$ cat src/design/qd_pkg.sv
// Purpose: shared constants, field layouts and types of the quadrature decoder control block
// Assumes: 16-bit registers, each in one aligned 32-bit APB word
// Notes: divide tables are functions so the decoder and the bus side agree on them
package qd_pkg;
  // register byte offsets
  localparam logic [4:0] OFS_CTRL = 5'h00;
  localparam logic [4:0] OFS_FILT = 5'h04;
  localparam logic [4:0] OFS_POS = 5'h08;
  localparam logic [4:0] OFS_MAX = 5'h0C;
  localparam logic [4:0] OFS_IRQ = 5'h10;
  // interrupt register bit positions
  localparam int IRQ_FLAG_BIT = 0;
  localparam int IRQ_EN_BIT = 1;
  // reset values
  localparam logic [15:0] CTRL_RST = 16'h0000;
  localparam logic [15:0] FILT_RST = 16'h0000;
  localparam logic [15:0] POS_RST = 16'h0000;
  localparam logic [15:0] MAX_RST = 16'hFFFF;
  localparam logic [15:0] ALL_ONES = 16'hFFFF;
  // writable bit masks; reserved and read-only bits stay zero in storage
  localparam logic [15:0] CTRL_WMASK = 16'hAFFF;
  localparam logic [15:0] FILT_WMASK = 16'h07F0;
  // a filter commits on the third equal sample: count 0, 1, then 2
  localparam logic [1:0] FILT_LAST = 2'h2;

  typedef enum logic [2:0] {
    QD_OFF = 3'b000,
    QD_TIMER = 3'b001,
    QD_UNUSED2 = 3'b010,
    QD_UNUSED3 = 3'b011,
    QD_X2_INDEX = 3'b100,
    QD_X2_MATCH = 3'b101,
    QD_X4_INDEX = 3'b110,
    QD_X4_MATCH = 3'b111
  } qd_mode_e;

  typedef struct packed {
    logic count_error_flag;
    logic rsv14;
    logic stop_in_idle;
    logic index_level;
    logic count_direction;
    qd_mode_e encoder_mode_select;
    logic phase_swap;
    logic direction_pin_output_enable;
    logic gated_accumulation_enable;
    logic [1:0] timer_prescale_select;
    logic index_reset_enable;
    logic timer_clock_source;
    logic direction_source_select;
  } qd_ctrl_s;

  typedef struct packed {
    logic [4:0] rsv15;
    logic [1:0] index_match_value;
    logic count_error_irq_disable;
    logic filter_output_enable;
    logic [2:0] filter_clock_divide;
    logic [3:0] rsv3;
  } qd_filt_s;

  typedef struct packed {
    logic index;
    logic phase_b;
    logic phase_a;
  } qd_pins_s;

  // filter clock divide minus one: 1,2,4,16,32,64,128,256
  function automatic logic [7:0] qd_filt_div(input logic [2:0] code);
    case (code)
      3'h0: qd_filt_div = 8'h00;
      3'h1: qd_filt_div = 8'h01;
      3'h2: qd_filt_div = 8'h03;
      3'h3: qd_filt_div = 8'h0F;
      3'h4: qd_filt_div = 8'h1F;
      3'h5: qd_filt_div = 8'h3F;
      3'h6: qd_filt_div = 8'h7F;
      default: qd_filt_div = 8'hFF;
    endcase
  endfunction : qd_filt_div

  // timer prescale minus one: 1,8,64,256
  function automatic logic [7:0] qd_pre_div(input logic [1:0] code);
    case (code)
      2'h0: qd_pre_div = 8'h00;
      2'h1: qd_pre_div = 8'h07;
      2'h2: qd_pre_div = 8'h3F;
      default: qd_pre_div = 8'hFF;
    endcase
  endfunction : qd_pre_div

  // merge a 16-bit write under the two low byte strobes
  function automatic logic [15:0] qd_merge(input logic [15:0] old, input logic [15:0] wd, input logic [1:0] strb);
    qd_merge = {strb[1] ? wd[15:8] : old[15:8], strb[0] ? wd[7:0] : old[7:0]};
  endfunction : qd_merge
endpackage : qd_pkg

$ cat src/design/qd_encoder_ctrl.sv
// Purpose: quadrature decoder position counter, auxiliary timer, input filters and interrupt flag, APB slave
// Assumes: pins are asynchronous and pass two flops; cpu_idle comes from logic on pclk
// Notes: one module; registers answer with pready one cycle after the setup cycle
//
// The placing of the registers and register access over APB were left to the implementer.
module qd_encoder_ctrl
  import qd_pkg::*;
#(
  parameter int ADDR_W = 8
) (
  input wire logic pclk,
  input wire logic presetn,
  input wire logic psel,
  input wire logic penable,
  input wire logic pwrite,
  input wire logic [ADDR_W-1:0] paddr,
  input wire logic [31:0] pwdata,
  input wire logic [3:0] pstrb,
  output logic [31:0] prdata,
  output logic pready,
  output logic pslverr,
  input wire logic phase_a_pin,
  input wire logic phase_b_pin,
  input wire logic index_pin,
  input wire logic cpu_idle,
  output logic irq,
  output logic direction_out,
  output logic direction_oe_n
);
  if (ADDR_W < 5) begin : g_chk
    $error("qd_encoder_ctrl: ADDR_W must be at least 5");
  end

  qd_ctrl_s ctrl_r, ctrl_nxt;
  qd_filt_s filt_r;
  logic [15:0] pos_r, pos_nxt, max_r;
  logic irq_flag_r, irq_en_r;
  qd_pins_s pin_s1_r, pin_s2_r, flt_r, prev_r;
  logic [1:0] flt_cnt_r [3];
  logic [7:0] fdiv_cnt_r, pre_cnt_r;
  logic pready_r, pslverr_r, irq_r, dir_out_r, dir_oe_n_r;
  logic [31:0] prdata_r;

  // ---------------- bus side ----------------
  logic acc, wr;
  logic [4:0] ofs;
  logic [1:0] strb;
  logic mapped;
  assign ofs = paddr[4:0];
  assign strb = pstrb[1:0];
  assign mapped = (paddr[ADDR_W-1:5] == '0) && (ofs == OFS_CTRL || ofs == OFS_FILT || ofs == OFS_POS
                  || ofs == OFS_MAX || ofs == OFS_IRQ);
  assign acc = psel && penable && pready_r;
  assign wr = acc && pwrite && !pslverr_r;

  // answer one cycle after setup; read data is a snapshot taken at the setup edge
  always_ff @(posedge pclk or negedge presetn) begin
    if (!presetn) begin
      pready_r <= 1'b0;
      pslverr_r <= 1'b0;
      prdata_r <= 32'h0000_0000;
    end else if (psel && !penable && !pready_r) begin
      pready_r <= 1'b1;
      pslverr_r <= !mapped;
      prdata_r <= 32'h0000_0000;
      if (!pwrite && mapped) begin
        case (ofs)
          OFS_CTRL: prdata_r[15:0] <= ctrl_r | {3'b000, pin_s2_r.index, 12'h000};
          OFS_FILT: prdata_r[15:0] <= filt_r;
          OFS_POS: prdata_r[15:0] <= pos_r;
          OFS_MAX: prdata_r[15:0] <= max_r;
          default: prdata_r[1:0] <= {irq_en_r, irq_flag_r};
        endcase
      end
    end else begin
      pready_r <= 1'b0;
      pslverr_r <= 1'b0;
    end
  end

  // ---------------- pin inputs ----------------
  // two-flop synchroniser; only the second stage is looked at
  always_ff @(posedge pclk or negedge presetn) begin
    if (!presetn) begin
      pin_s1_r <= '0;
      pin_s2_r <= '0;
    end else begin
      pin_s1_r <= {index_pin, phase_b_pin, phase_a_pin};
      pin_s2_r <= pin_s1_r;
    end
  end

  // filter clock divider
  logic ftick;
  assign ftick = (fdiv_cnt_r == qd_filt_div(filt_r.filter_clock_divide));
  always_ff @(posedge pclk or negedge presetn) begin
    if (!presetn) begin
      fdiv_cnt_r <= 8'h00;
    end else if (ftick) begin
      fdiv_cnt_r <= 8'h00;
    end else begin
      fdiv_cnt_r <= fdiv_cnt_r + 8'h01;
    end
  end

  // three-sample stability filter per channel; a glitch restarts the count
  always_ff @(posedge pclk or negedge presetn) begin
    if (!presetn) begin
      flt_r <= '0;
      for (int i = 0; i < 3; i++) begin
        flt_cnt_r[i] <= 2'h0;
      end
    end else if (ftick) begin
      for (int i = 0; i < 3; i++) begin
        if (pin_s2_r[i] == flt_r[i]) begin
          flt_cnt_r[i] <= 2'h0;
        end else if (flt_cnt_r[i] == FILT_LAST) begin
          flt_r[i] <= pin_s2_r[i];
          flt_cnt_r[i] <= 2'h0;
        end else begin
          flt_cnt_r[i] <= flt_cnt_r[i] + 2'h1;
        end
      end
    end
  end

  // decoder inputs: filtered or raw, then optional swap
  qd_pins_s pick, cur;
  always_comb begin
    pick = filt_r.filter_output_enable ? flt_r : pin_s2_r;
    cur = pick;
    if (ctrl_r.phase_swap) begin
      cur.phase_a = pick.phase_b;
      cur.phase_b = pick.phase_a;
    end
  end

  always_ff @(posedge pclk or negedge presetn) begin
    if (!presetn) begin
      prev_r <= '0;
    end else begin
      prev_r <= cur;
    end
  end

  // ---------------- decode ----------------
  qd_mode_e mode;
  logic run, enc, idxmode, matchmode, x4, step, up, idx_ok, tmode, ttick, tsrc, tdir, gate_fall;
  assign mode = ctrl_r.encoder_mode_select;
  assign run = !(cpu_idle && ctrl_r.stop_in_idle);
  assign enc = mode[2];
  assign x4 = enc && mode[1];
  assign idxmode = enc && !mode[0];
  assign matchmode = enc && mode[0];
  assign tmode = (mode == QD_TIMER);
  // x4 counts every edge of both phases, x2 only phase A edges
  assign step = x4 ? ((cur.phase_a ^ prev_r.phase_a) || (cur.phase_b ^ prev_r.phase_b))
                   : (cur.phase_a ^ prev_r.phase_a);
  assign up = cur.phase_a ^ prev_r.phase_b;
  always_comb begin
    idx_ok = 1'b0;
    if (cur.index && !prev_r.index) begin
      if (x4) begin
        idx_ok = (cur.phase_b == filt_r.index_match_value[1])
                 && (cur.phase_a == filt_r.index_match_value[0]);
      end else begin
        idx_ok = ((filt_r.index_match_value[1] ? cur.phase_b : cur.phase_a)
                 == filt_r.index_match_value[0]);
      end
    end
  end

  // timer source: every cycle or phase A rising edge; gating needs phase A high
  assign tsrc = ctrl_r.timer_clock_source ? (cur.phase_a && !prev_r.phase_a)
               : (!ctrl_r.gated_accumulation_enable || cur.phase_a);
  assign gate_fall = tmode && ctrl_r.gated_accumulation_enable && !ctrl_r.timer_clock_source
                     && !cur.phase_a && prev_r.phase_a;
  assign ttick = tmode && run && tsrc && (pre_cnt_r == qd_pre_div(ctrl_r.timer_prescale_select));
  assign tdir = ctrl_r.direction_source_select ? cur.phase_b : ctrl_r.count_direction;

  // prescaler only advances in timer mode, so encoder modes ignore it
  always_ff @(posedge pclk or negedge presetn) begin
    if (!presetn) begin
      pre_cnt_r <= 8'h00;
    end else if (!tmode) begin
      pre_cnt_r <= 8'h00;
    end else if (run && tsrc) begin
      pre_cnt_r <= ttick ? 8'h00 : pre_cnt_r + 8'h01;
    end
  end

  // ---------------- counter ----------------
  logic ev_roll, ev_idx, ev_err, ev_per, ev_set;
  always_comb begin
    pos_nxt = pos_r;
    ev_roll = 1'b0;
    ev_idx = 1'b0;
    ev_err = 1'b0;
    ev_per = 1'b0;
    if (run && enc && step) begin
      if (up) begin
        if (matchmode && pos_r == max_r) begin
          pos_nxt = POS_RST;
          ev_roll = 1'b1;
        end else begin
          pos_nxt = pos_r + 16'h0001;
        end
      end else if (matchmode && pos_r == POS_RST) begin
        pos_nxt = max_r;
        ev_roll = 1'b1;
      end else begin
        pos_nxt = pos_r - 16'h0001;
      end
      // counting carries on after an error
      if (idxmode && pos_nxt == (up ? max_r + 16'h0001 : ALL_ONES)) begin
        ev_err = 1'b1;
      end
    end
    if (run && enc && idx_ok) begin
      ev_idx = 1'b1;
      if (idxmode && ctrl_r.index_reset_enable) begin
        pos_nxt = POS_RST;
      end
    end
    if (ttick) begin
      if (tdir && pos_r == max_r) begin
        pos_nxt = POS_RST;
        ev_per = 1'b1;
      end else if (!tdir && pos_r == POS_RST) begin
        pos_nxt = max_r;
        ev_per = 1'b1;
      end else begin
        pos_nxt = tdir ? pos_r + 16'h0001 : pos_r - 16'h0001;
      end
    end
    if (wr && ofs == OFS_POS) begin
      pos_nxt = qd_merge(pos_r, pwdata[15:0], strb);
    end
  end
  assign ev_set = ev_roll || ev_idx || (ev_err && !filt_r.count_error_irq_disable)
                  || ev_per || (gate_fall && run);

  always_ff @(posedge pclk or negedge presetn) begin
    if (!presetn) begin
      pos_r <= POS_RST;
    end else begin
      pos_r <= pos_nxt;
    end
  end

  // ---------------- registers ----------------
  // control: written bits, then hardware status; hardware error set beats a clear
  always_comb begin
    ctrl_nxt = ctrl_r;
    if (wr && ofs == OFS_CTRL) begin
      ctrl_nxt = qd_merge(ctrl_r, pwdata[15:0], strb) & CTRL_WMASK;
      if (!tmode) begin
        ctrl_nxt.count_direction = ctrl_r.count_direction;
      end
    end
    if (ev_err) begin
      ctrl_nxt.count_error_flag = 1'b1;
    end
    if (run && enc && step) begin
      ctrl_nxt.count_direction = up;
    end
  end

  always_ff @(posedge pclk or negedge presetn) begin
    if (!presetn) begin
      ctrl_r <= CTRL_RST;
    end else begin
      ctrl_r <= ctrl_nxt;
    end
  end

  always_ff @(posedge pclk or negedge presetn) begin
    if (!presetn) begin
      filt_r <= FILT_RST;
      max_r <= MAX_RST;
    end else if (wr && ofs == OFS_FILT) begin
      filt_r <= qd_merge(filt_r, pwdata[15:0], strb) & FILT_WMASK;
    end else if (wr && ofs == OFS_MAX) begin
      max_r <= qd_merge(max_r, pwdata[15:0], strb);
    end
  end

  // interrupt flag: write one to clear; a new event in the same cycle wins
  always_ff @(posedge pclk or negedge presetn) begin
    if (!presetn) begin
      irq_flag_r <= 1'b0;
      irq_en_r <= 1'b0;
    end else begin
      if (ev_set) begin
        irq_flag_r <= 1'b1;
      end else if (wr && ofs == OFS_IRQ && strb[0] && pwdata[IRQ_FLAG_BIT]) begin
        irq_flag_r <= 1'b0;
      end
      if (wr && ofs == OFS_IRQ && strb[0]) begin
        irq_en_r <= pwdata[IRQ_EN_BIT];
      end
    end
  end

  // registered pin outputs
  always_ff @(posedge pclk or negedge presetn) begin
    if (!presetn) begin
      irq_r <= 1'b0;
      dir_out_r <= 1'b0;
      dir_oe_n_r <= 1'b1;
    end else begin
      irq_r <= irq_flag_r && irq_en_r;
      dir_out_r <= ctrl_r.count_direction;
      dir_oe_n_r <= !ctrl_r.direction_pin_output_enable;
    end
  end

  assign prdata = prdata_r;
  assign pready = pready_r;
  assign pslverr = pslverr_r;
  assign irq = irq_r;
  assign direction_out = dir_out_r;
  assign direction_oe_n = dir_oe_n_r;
endmodule : qd_encoder_ctrl

$ cat config.mk
export PLATFORM = sky130hd
export DESIGN_NAME = qd_encoder_ctrl
export DESIGN_NICKNAME = d
export VERILOG_FILES = /design/src/design/qd_pkg.sv /design/src/design/qd_encoder_ctrl.sv
export SDC_FILE = /design/constraint.sdc
export NUM_CORES = 1
export LEC_CHECK = 0
export BUFFER_PORTS_ARGS = -buffer_cell sky130_fd_sc_hd__buf_2
export CAP_MARGIN = 20
export CELL_PAD_IN_SITES_DETAIL_PLACEMENT = 1
export CELL_PAD_IN_SITES_GLOBAL_PLACEMENT = 1
export CORE_MARGIN = 2
export CORE_UTILIZATION = 41
export DETAILED_ROUTE_END_ITERATION = 8
export PLACE_DENSITY = 0.89
export SLEW_MARGIN = 30
export SYNTH_ARGS = -nofsm -noshare
export SYNTH_HDL_FRONTEND = slang
export SYNTH_SLANG_ARGS = --single-unit
export TNS_END_PERCENT = 1
$ cat constraint.sdc
create_clock -name pclk -period 2.5 [get_ports pclk]
set_input_delay 0.125 -clock pclk [delete_from_list [all_inputs] [get_ports pclk]]
set_output_delay 0.125 -clock pclk [all_outputs]
set_load 0.02 [all_outputs]
# --- Word level (Yosys, flattened, before mapping) ---
# Cells that the tools add are included.
word_totals:
  mem_bits_ro: 0
  latchBits: 0
  inputBits: 53
  regBits: 110
  n_memories: 0
  mem_bits_rw: 0
  output_inout_bits: 37
op_classes:
  n_eq_ne: 29
  n_div: 0
  bitwise: 8
  reduce_logical: 89
  add_sub_neg: 8
  mul: 0
  order_cmp: 0
  n_mux: 58
  shift: 0
ops:
  columns: ["cell", "count"]
  rows:
  - ["$mux W16", 15]
  - ["$mux W8", 8]
  - ["$pmux W14 S4", 1]
  - ["$pmux W8 S7", 1]
  - ["$logic_and A1 B1 Y1", 42]
  - ["$add A16 B1 Y16 const B", 2]
  - ["$eq A16 B16 Y1", 2]
  - ["$pmux W8 S3", 1]
  - ["$mux W1", 23]
  - ["$reduce_and A3 Y1", 6]
  - ["$add A8 B1 Y8 const B", 2]
  - ["$eq A8 B8 Y1", 2]
  - ["$logic_not A16 Y1", 1]
  - ["$or A16 B13 Y16", 1]
  - ["$sub A16 B1 Y16 const B", 1]
  - ["$logic_not A1 Y1", 15]
  - ["$mux W2", 7]
  - ["$reduce_bool A2 Y1", 6]
  - ["$eq A5 B4 Y1 const B", 2]
  - ["$logic_or A1 B1 Y1", 10]
  - ["$reduce_and A2 Y1", 5]
  - ["$eq A3 B3 Y1 const B", 3]
  - ["$eq A2 B2 Y1 const B", 4]
  - ["$pmux W2 S4", 1]
  - ["other kinds (15)", 31]

# --- Logic depth before layout (Yosys ltp) ---
# Gate-level depths: netlist of the first run.
logic_depth:
  ltp_word: 16
  depth_mapped: 13
  mapped_depth_nobuf: 10

# --- Worst setup path after synthesis of the first run ---
# Ideal clock, no wire load.
synth_timing:
  path_type: "register to register"
  from: "register pos_r[0]"
  to: "register irq_flag_r"
  stages_incl_launch_ff: 13
  period_less_slack_ns: 2.494
  path_slack_ns: 0.006
  t_arrival_ns: 2.358
  path_cell_list: "dfrtp_1 buf_2 inv_1 ha_1 nor4b_1 nand4_1 buf_2 o31ai_1 a21oi_1 a21oi_1 o32ai_1 a41oi_1 o31ai_1"
synth_between:
  elab_chain_cells: 14
synth_rtl:
  columns: ["element", "line_no", "rtl"]
  rows:
  - ["start: declaration", "qd_encoder_ctrl.sv:36", "logic [15:0] pos_r, pos_nxt, max_r;"]
  - ["start signal: assignment", "qd_encoder_ctrl.sv:247", "pos_r <= pos_nxt;"]
  - ["parallel branches: the longest is 11 deep, another holds $sub A16 B1 Y16", null, null]
  - ["$logic_or A1 B1 Y1 (*) (2 in a row)", "qd_encoder_ctrl.sv:241", "|| ev_per || (gate_fall && run);"]
  - ["$mux W1 or $reduce_bool A2 Y1 (tied branches)", null, null]
  - ["end signal: assignment", "qd_encoder_ctrl.sv:291", "irq_flag_r <= 1'b0;"]
  - ["end signal: assignment", "qd_encoder_ctrl.sv:295", "irq_flag_r <= 1'b1;"]
  - ["end signal: assignment", "qd_encoder_ctrl.sv:297", "irq_flag_r <= 1'b0;"]
  - ["end: declaration", "qd_encoder_ctrl.sv:37", "logic irq_flag_r, irq_en_r;"]
# Every way passes the cells marked *. The select of a mux whose other input is x is not followed.
# A chain may end at the register's enable or synchronous reset.

# --- Worst setup path in the final report of the first run ---
layout_timing:
  from: "register ctrl_r[7] (netlist bit)"
  to: "register irq_flag_r"
layout_between:
  elab_chain_cells: 13
layout_rtl:
  columns: ["element", "line_no", "rtl"]
  rows:
  - ["start: declaration", "qd_encoder_ctrl.sv:34", "qd_ctrl_s ctrl_r, ctrl_nxt;"]
  - ["start signal: assignment", "qd_encoder_ctrl.sv:273", "ctrl_r <= ctrl_nxt;"]
  - ["$mux W2 (*)", "qd_encoder_ctrl.sv:132", "if (ctrl_r.phase_swap) begin"]
  - ["$xor A1 B1 Y1", "qd_encoder_ctrl.sv:159", "assign up = cur.phase_a ^ prev_r.phase_b;"]
  - ["$mux W16", "qd_encoder_ctrl.sv:201", "if (up) begin"]
  - ["$mux W16", "qd_encoder_ctrl.sv:200", "if (run && enc && step) begin"]
  - ["$eq A16 B16 Y1", "qd_encoder_ctrl.sv:215", "if (idxmode && pos_nxt == (up ? max_r + 16'h0001 : ALL_ONES)) begin"]
  - ["$logic_and A1 B1 Y1", "qd_encoder_ctrl.sv:215", null]
  - ["$mux W1", "qd_encoder_ctrl.sv:215", null]
  - ["$mux W1", "qd_encoder_ctrl.sv:200", null]
  - ["$logic_and A1 B1 Y1", "qd_encoder_ctrl.sv:240", "assign ev_set = ev_roll || ev_idx || (ev_err && !filt_r.count_error_irq_disable)"]
  - ["$logic_or A1 B1 Y1", "qd_encoder_ctrl.sv:240", null]
  - ["$logic_or A1 B1 Y1", "qd_encoder_ctrl.sv:241", null]
  - ["$logic_or A1 B1 Y1 (*)", "qd_encoder_ctrl.sv:241", null]
  - ["$mux W1 or $reduce_bool A2 Y1 (tied branches)", null, null]
# Mark *: on every way between the ends. The rest lies on a longest branch, timed or not. The select of a mux whose other input is x is not followed.

==> reports/results.tsv, run 1 <==
metric	value	unit
p_int	3.72	mW
fillers	2301	
netlist_area	8000	sq um
cts_sinks	110	
grt_pass1_vias	9905	
yosysMostFrequentCell	nand2_1	
power_density	588	nW/um^2
grt_antenna_before_repair	0	
yosysWarnings	0	
critical_path_class	flop to flop	
total_power	6.12	mW
post-route-util	53.9	%
postSynth.asyncResetShare	100	%
synth_seq_cells	110	
holdPathEnd	max_r[14]	
dieArea	20600	sq um
antenna_cells	0	
p_sw_share	39.2	%
worst-r2r-setup-slack	-0.71	ns
post_drt_wl_per_cell	29.7	um
synth_cell_types	79	
worstSetupStartpointType	flop	
yosys-top-cells-count	nand2_1, dfrtp_1, o21ai_0, nor2_1, a21oi_1	
ys.flop_type	dfrtp_1	
final_area	10400	sq um
switching_power	2.40	mW
clkPwrFrac	25.9	%
crit_arrival	3.49	ns
finalSetupViolations	22	
synth.area.top_cells	dfrtp_1, dfstp_2, mux2_2	
min_path_type	input port to flop	
violations	negative hold slack, negative setup slack	
maxSlewViolCount	0	
row_count	51	
cp_max_fo	8	
synthCells	915	
cts_tree	done	
post-place-ws	-0.511	ns
reg2regPathDepth	10	
postRouteAntennaNets	0	
synth_top_area_share	29.1	%
skew	0.0200	ns
areaGrowthSynthToFinish	30.0	%
die_x	144	um
yosysSeqAreaShare	34.7	%
leakagePower	4.66	nW
cts_max_level	3	
setup_tns	-8.63	ns
worstPathRequired	2.79	ns
die_h	144	um
grt_use_total	38.6	%
port_buffers	55	
clockBufferDepth	2	
status	finished, violations left	
drive_gt1_share	34.6	%
hold_ws	-0.00798	ns
yosys.area.top_type	dfrtp_1	
combPwrFrac	38.7	%
end_kind	flop	
grt_max_degree	62	
maxCapViolations	0	
dpl_cell_area	9790	sq um
hp-start	pwdata[14]	
dp_hpwl	27400	um
hold_viol	1	
slew_headroom	41.4	%
start_util	41.5	%
min_period_over_period	128	%
wirelength	41500	um
timing.rr.start	ctrl_r[7]	
power_frac_seq	35.4	%
synth-edff-count	0	
syn_area_per_cell	8.74	sq um
cts_buffers	9	
fin_crit	3.21	ns
hold_path_depth	3	
worstMarginPinSlew	0.879	ns
grt_pass1_wl	59800	um
clockRootBuffer	clkbuf_16	
stdcell_count	1396	
peakVddDrop	569	uV
clkTransAtPathRegs	0.09	ns
via_count	9588	
max_freq	312	MHz
core-area	19300	sq um
drtIter0Drc	1456	
clk_latency	0.38	ns
drc	0	
viasPerCell	6.87	
io_pins	90	
drt_first_pass_iters	5	
gp_congestion	1.09	
dp.cells	1370	
rr_endpoint	irq_flag_r	
rsz0062_at_grt	true	
grt_overflow	0	
setup_ws	-0.705	ns
final_nets	1186	
-- area by class of cell --
cell class / count / area, sq um / area share [%]
well taps: 265 / 332 / 3.19
clock buffers: 10 / 229 / 2.20
repair buffers: 274 / 2000 / 19.2
multi-input cells: 704 / 4880 / 47.0
clock inverters: 6 / 76.3 / 0.734
inverters: 27 / 101 / 0.975
flip-flops and latches: 110 / 2780 / 26.7
-- power groups by stage --
stage | clock network [mW] | registers (mW) | logic (mW)
2_1_floorplan | 0 | 2.09 | 1.16
5_1_grt | 1.64 | 2.17 | 2.47
6_report | 1.59 | 2.16 | 2.37
4_1_cts | 1.58 | 2.13 | 2.19
3_5_place_dp | 0 | 2.16 | 2.11
3_3_place_gp | 0 | 2.13 | 2.02
-- routing by layer --
layer | global-route usage, % | wire (um) | share of wire, %
met3 | 10.3 | 4580 | 11
met5 | 0 | 0 | 0
met2 | 61.4 | 18600 | 45
met4 | 27.0 | 4020 | 9.7
met1 | 45.4 | 14300 | 34
-- kinds of logic (layout without fill, tap and decap cells) --
| family | Yosys count | in the layout | synth area share, % |
|---|---|---|---|
| xor gates and xnor gates | 73 | 73 | 8.32 |
| adders and majority gates | 7 | 7 | 1.10 |
| muxes | 51 | 51 | 7.26 |
| and+or+nand+nor | 304 | 304 | 19.6 |
| DFF | 110 | 110 | 34.7 |
| AOI/OAI and AO/OA | 253 | 253 | 21.7 |
| other | 1 | 16 | 0.0469 |
| buffers and inverters | 116 | 317 | 7.26 |
-- critical path, cell delays in order, from the launching register on --
cell and delay (ns):
dfrtp_1 0.45, mux4_2 0.62, buf_12 0.18, xnor2_4 0.20, buf_4 0.20, a21oi_1 0.24
o21bai_4 0.18, nand4_1 0.11, nor4_2 0.39, nand4_1 0.24, o31ai_1 0.28
-- how the worst max path moves through the flow --
stage                     depth (start not counted)    endpoint         from  slack (ns)
after CTS                                        10  irq_flag_r    ctrl_r[7]       -0.50
after global placement                            9  irq_flag_r    ctrl_r[7]       -0.40
after detailed placement                          9  ctrl_r[15]  pin_s2_r[0]       -0.51
final                                            10  irq_flag_r    ctrl_r[7]       -0.71
after floorplan                                  12  irq_flag_r     pos_r[0]       0.006
after global routing                             12  irq_flag_r     pos_r[0]       -0.77
-- registers in the layout, summed over array words and instances, names as in the netlist, 3 cells and up --
signal / flops
pin_s1_r: 3
ctrl_r: 11
pos_r: 16
pre_cnt_r: 8
flt_r: 3
max_r: 16
flt_cnt_r: 6
fdiv_cnt_r: 8
filt_r: 7
pin_s2_r: 3
prdata: 16
prev_r: 3
mode: 3
-- cell usage in the layout, fill, tap and decap left out, drive strengths merged, types with 12 or more instances in the layout --
master  netlist  layout
xnor2        41      41
nand3        31      31
dfrtp        93      93
xor2         32      32
a21o         12      12
a211oi       14      14
dfstp        17      17
inv          27      31
a222oi       15      15
mux2         36      36
a31oi        13      13
o211ai       27      27
buf          55     270
o31ai        14      14
conb          1      16
mux2i        13      13
a21oi        50      50
nor2         50      50
nand4        16      16
nor3         24      24
o21ai        55      55
nor4         17      17
nand2       104     104
-- timing repair --
action                                 4_1_cts  5_1_grt
setup buffers                                3        3
hold buffers                                 4        0
pin swaps                                    8        7
setup endpoints to repair                   20       23
resized for setup                           24       20
endpoints found under the hold margin       48        0
(Power assumes the default switching activity.)
==> run 2, diff against run 1 <==
--- a/config.mk
+++ b/config.mk
@@ -10,9 +10,9 @@
 export CELL_PAD_IN_SITES_DETAIL_PLACEMENT = 1
 export CELL_PAD_IN_SITES_GLOBAL_PLACEMENT = 1
 export CORE_MARGIN = 2
-export CORE_UTILIZATION = 41
+export CORE_UTILIZATION = 46
 export DETAILED_ROUTE_END_ITERATION = 8
-export PLACE_DENSITY = 0.89
+export PLACE_DENSITY = 0.94
 export SLEW_MARGIN = 30
 export SYNTH_ARGS = -nofsm -noshare
 export SYNTH_HDL_FRONTEND = slang
==> constraint.sdc (replaced) <==
create_clock -name pclk -period 3.6 [get_ports pclk]
set_input_delay 0.18 -clock pclk [delete_from_list [all_inputs] [get_ports pclk]]
set_output_delay 0.18 -clock pclk [all_outputs]
set_load 0.02 [all_outputs]
==> run 2 against run 1 <==
The flow now finishes without violations. Register-to-register slack improved by 0.74 ns. Highest routed layer unchanged. Hold slack improved by 0.050 ns. First-iteration DRC count fell by 46%. Largest cell class unchanged. Critical endpoint is now ctrl_r[15]. Non-clock buffer count fell by 172. Critical path type unchanged.
==> reports/results.tsv, run 2 (synthesized netlist as in run 1, its figures left out) <==
metric	value	unit
via_count	8116	
port_buffers	55	
post_drt_wl_per_cell	25.5	um
switching_power	1.42	mW
maxSlewViolCount	0	
final_common_cell	nand2_1	
end_kind	flop	
clockRootBuffer	clkbuf_16	
min_period_over_period	99.0	%
postRouteAntennaNets	0	
hold_viol	0	
setup_ws	0.0346	ns
max_freq	280	MHz
worstSetupStartpointType	flop	
reg2regPathDepth	8	
rsz0062_at_grt	false	
cts_max_level	3	
combPwrFrac	29.9	%
dp_hpwl	22200	um
drive_gt1_share	19.9	%
clkTransAtPathRegs	0.09	ns
grtUsageMet2	55.2	%
start_util	46.7	%
setup_tns	0	ns
peakVddDrop	299	uV
gp_congestion	1.03	
critical_path_class	flop to flop	
drtIter0Drc	785	
grt_use_total	33.3	%
viasPerCell	6.85	
grt_antenna_before_repair	0	
finalSetupViolations	0	
use_met3	7.16	%
hold_path_depth	3	
worstMarginPinSlew	0.964	ns
drc	0	
final_nets	1014	
cp_slowest_cell	mux4_2	
die_x	136	um
core-area	17100	sq um
cts_sinks	110	
fillers	2045	
power_density	419	nW/um^2
leakagePower	3.74	nW
slowest_delay	0.70	ns
cp_max_fo	24	
io_pins	90	
cts_buffers	9	
die_h	136	um
cts_setup_buffers	0	
grt_pass1_wl	46800	um
grt_overflow	0	
slew_headroom	35.5	%
gr-usage-met1	40.7	%
fin_crit	3.57	ns
clockBufferDepth	2	
seq_area	2770	sq um
antenna_cells	0	
status	completed	
power_frac_seq	41.9	%
cts_tree	done	
areaGrowthSynthToFinish	10.2	%
maxCapViolations	0	
dieArea	18500	sq um
p_sw_share	38.4	%
grt_max_degree	66	
worstPathRequired	3.85	ns
busiest_layer	met2	
row_count	48	
wirelength	30200	um
most-common-layout-cells	nand2_1, dfrtp_1, o21ai_0, buf_2, nor2_1	
skew	0.0174	ns
clk_latency	0.37	ns
multi_input_area	4710	sq um
cp_cell_sequence	mux4_2 -> xnor2_4 -> o31ai_1 -> a21oi_1 -> o32ai_1 -> nor4_1 -> nand4_1 -> o31ai_1	
p_int	2.27	mW
drt_first_pass_iters	6	
min_path_type	input port to flop	
grt_pass1_vias	8294	
crit_arrival	3.82	ns
clkPwrFrac	28.2	%
path_common_cell	o31ai_1	
post-place-ws	0.249	ns
==> run 2: cell count changes in the layout (fill, tap and decap cells not counted), moves of 3 or more <==
cell | previous run | this run
buf_6 | 3 | 0
o21ai_1 | 5 | 1
clkinv_8 | 0 | 3
buf_12 | 4 | 0
o21ai_0 | 49 | 54
a221oi_1 | 1 | 7
nor4_2 | 6 | 3
buf_4 | 208 | 44
nor4_1 | 9 | 12
a221oi_2 | 6 | 0
==> run 2: layout make-up <==
| type | count | area share [%] |
|---|---|---|
| clock buffer | 9 | 2.56 |
| timing repair buffer | 102 | 7.27 |
| multi-input combinational | 704 | 53.4 |
| sequential | 110 | 31.5 |
| tap | 225 | 3.19 |
| inverter | 27 | 1.15 |
| clock inverter | 7 | 0.951 |
==> run 2: final timing paths <==
kind,from,to,slack [ns]
max in group asynchronous,presetn,max_r[11],2.23
min reg2reg,pin_s1_r[2],pin_s2_r[2],0.37
max reg2reg,ctrl_r[7],ctrl_r[15],0.03
min,pwdata[14],max_r[14],0.04
max,ctrl_r[7],ctrl_r[15],0.03
min in group asynchronous,presetn,flt_cnt_r[1],0.47
==> run 2: metrics by stage <==
step	std cells	instance area (sq um)	utilization [%]	hold slack [ns]	power, mW
after global placement	1164	8460	49.4	0.288	2.55
after CTS	1184	8810	51.5	0.0368	3.66
after detailed placement	1164	8460	49.4	0.291	2.61
final	1184	8810	51.5	0.0422	3.69
after floorplan	930	8050	-	-0.116	2.25
after global routing	1184	8810	51.5	0.0470	3.83
==> run 2: layer usage <==
layer | vias up | share of wire (%)
met4 | 0 | 5.5
met2 | 536 | 47
met3 | 151 | 9.0
met5 | - | 0
li1 | 3408 | -
met1 | 4021 | 38
==> run 2: timing repair <==
item	CTS	global route
hold buffers	4	0
setup endpoints to repair	0	1
resized for setup	0	1
endpoints found under the hold margin	56	0
==> run 2: power by group through the flow <==
stage | registers (mW) | clock network [mW] | logic, mW
2_1_floorplan | 1.45 | 0 | 0.804
3_3_place_gp | 1.54 | 0 | 1.01
3_5_place_dp | 1.56 | 0 | 1.05
4_1_cts | 1.54 | 1.05 | 1.08
5_1_grt | 1.56 | 1.09 | 1.18
6_report | 1.55 | 1.04 | 1.10
==> run 2: worst max-delay path, delay by kind of cell (launching register included) <==
| kind | cells | cell delay (ns) |
|---|---|---|
| multiplexers | 1 | 0.70 |
| flip-flops | 1 | 0.46 |
| XOR/XNOR | 1 | 0.70 |
| AND/OR/NAND/NOR | 2 | 0.71 |
| AO/OA/AOI/OAI | 4 | 0.85 |
==> run 3, diff against run 2 <==
==> constraint.sdc (replaced) <==
create_clock -name pclk -period 3.9 [get_ports pclk]
set_input_delay 0.195 -clock pclk [delete_from_list [all_inputs] [get_ports pclk]]
set_output_delay 0.195 -clock pclk [all_outputs]
set_load 0.02 [all_outputs]
==> run 3 against run 2 <==
Flip-flop and latch count did not move. Fmax is 3.3% lower. Via count increased by 1.0%. Worst setup slack improved by 0.18 ns. Sequential power fell by 9%. Count of clock-buffer cells in the layout stayed put. Register-to-register slack improved by 0.18 ns. Global-route usage grew 0.098 points. Clock power shrank 6%. Non-clock buffer count shrank 7. Utilization is 0.30 points lower. Critical path type unchanged. Critical endpoint unchanged.
==> reports/results.tsv, run 3 (synthesized netlist as in run 1, its figures left out) <==
metric	value	unit
clockBufferDepth	2	
grt_max_degree	54	
viasPerCell	6.96	
hold_path_depth	3	
worstSetupStartpointType	flop	
finalSetupViolations	0	
drc	0	
grt_pass1_wl	47300	um
end_kind	flop	
core-area	17100	sq um
worstMarginPinSlew	0.944	ns
min_path_type	input port to flop	
setup_ws	0.214	ns
drt_first_pass_iters	8	
grt_use_total	33.4	%
post_drt_wl_per_cell	25.8	um
start_util	46.7	%
dp.cells	1157	
clockRootBuffer	clkbuf_16	
areaGrowthSynthToFinish	9.59	%
clkTransAtPathRegs	0.09	ns
post-route-util	51.2	%
hp-start	pwdata[14]	
fin_crit	3.69	ns
drive_gt1_share	19.3	%
hold_viol	0	
total_power	3.42	mW
fillers	2012	
setup_tns	0	ns
dpl_cell_area	8410	sq um
grt_pass1_vias	8387	
grt_antenna_before_repair	0	
holdPathEnd	max_r[14]	
timing.rr.start	pos_r[0]	
final_nets	1007	
status	completed	
worstPathRequired	4.16	ns
wirelength	30400	um
cts_sinks	110	
maxCapViolations	0	
final_area	8760	sq um
cts_max_level	3	
reg2regPathDepth	11	
via_count	8198	
grt_overflow	0	
skew	0.0141	ns
clk_latency	0.37	ns
cp_max_fo	7	
cts_tree	done	
maxSlewViolCount	0	
slew_headroom	35.8	%
cts_buffers	9	
crit_arrival	3.95	ns
port_buffers	55	
worst-r2r-setup-slack	0.21	ns
io_pins	90	
rsz0062_at_grt	false	
rr_endpoint	ctrl_r[15]	
die_h	136	um
post-place-ws	0.500	ns
max_freq	271	MHz
leakagePower	3.70	nW
gp_congestion	0.993	
postRouteAntennaNets	0	
dp_hpwl	21400	um
drtIter0Drc	1100	
critical_path_class	flop to flop	
most-common-layout-cells	nand2_1, dfrtp_1, o21ai_0, buf_2, nor2_1	
final_common_cell	nand2_1	
dieArea	18500	sq um
peakVddDrop	276	uV
stdcell_count	1178	
die_x	136	um
row_count	48	
power_density	391	nW/um^2
min_period_over_period	94.5	%
hold_ws	0.0524	ns
==> run 3: changes by cell type in the layout (fill, tap and decap cells not counted), sizes merged <==
| cell | change |
|---|---|
| buf | -7 |
| diode | +1 |
==> run 3: metal layers <==
metal  up-vias  track usage, %  wire (um)
met4         0            15.2       1520
met5         -               0          0
li1       3388               -          -
met3       154            6.56       2980
met2       593            55.4      14300
met1      4063            42.2      11600
==> run 3: worst max path at each step <==
stage	start	end	slack [ns]	depth (start not counted)
6_report	pos_r[0]	ctrl_r[15]	0.21	11
3_3_place_gp	pos_r[0]	irq_flag_r	0.61	10
2_1_floorplan	pos_r[0]	irq_flag_r	1.41	12
5_1_grt	pos_r[9]	ctrl_r[15]	0.22	10
4_1_cts	pos_r[0]	ctrl_r[15]	0.43	11
3_5_place_dp	pos_r[6]	irq_flag_r	0.50	9
==> run 3: final cells by class <==
cell class,instances,area (sq um),share of cell area (%)
multi-input combinational,704,4700,53.7
sequential,110,2770,31.7
timing repair buffer,95,588,6.71
tap,225,282,3.21
clock buffer,9,225,2.57
inverter,27,101,1.16
clock inverter,7,86.3,0.985
antenna,1,2.50,0.0286
==> run 3: repair_timing <==
item,4_1_cts,5_1_grt
hold buffers,4,0
endpoints found under the hold margin,11,0
endpoints found under the setup margin,0,0
buffers inserted,0,0
resized for setup,0,0
==> run 3: report_power, final <==
part / switching (mW) / total [mW] / internal (mW)
logic: 0.641 / 1.04 / 0.402
clock network: 0.512 / 0.973 / 0.462
registers: 0.167 / 1.41 / 1.24
total: 1.32 / 3.42 / 2.10
==> run 3: worst max-delay path, stage by stage (launching register included) <==
cell and delay [ns]:
dfrtp_1 0.47, inv_1 0.12, ha_1 0.27, nor4b_1 0.33, and4_1 0.42, buf_4 0.19
a21boi_0 0.21, o21bai_2 0.21, nand4_1 0.10, nor4_1 0.57, nand4_1 0.30, o31ai_1 0.39
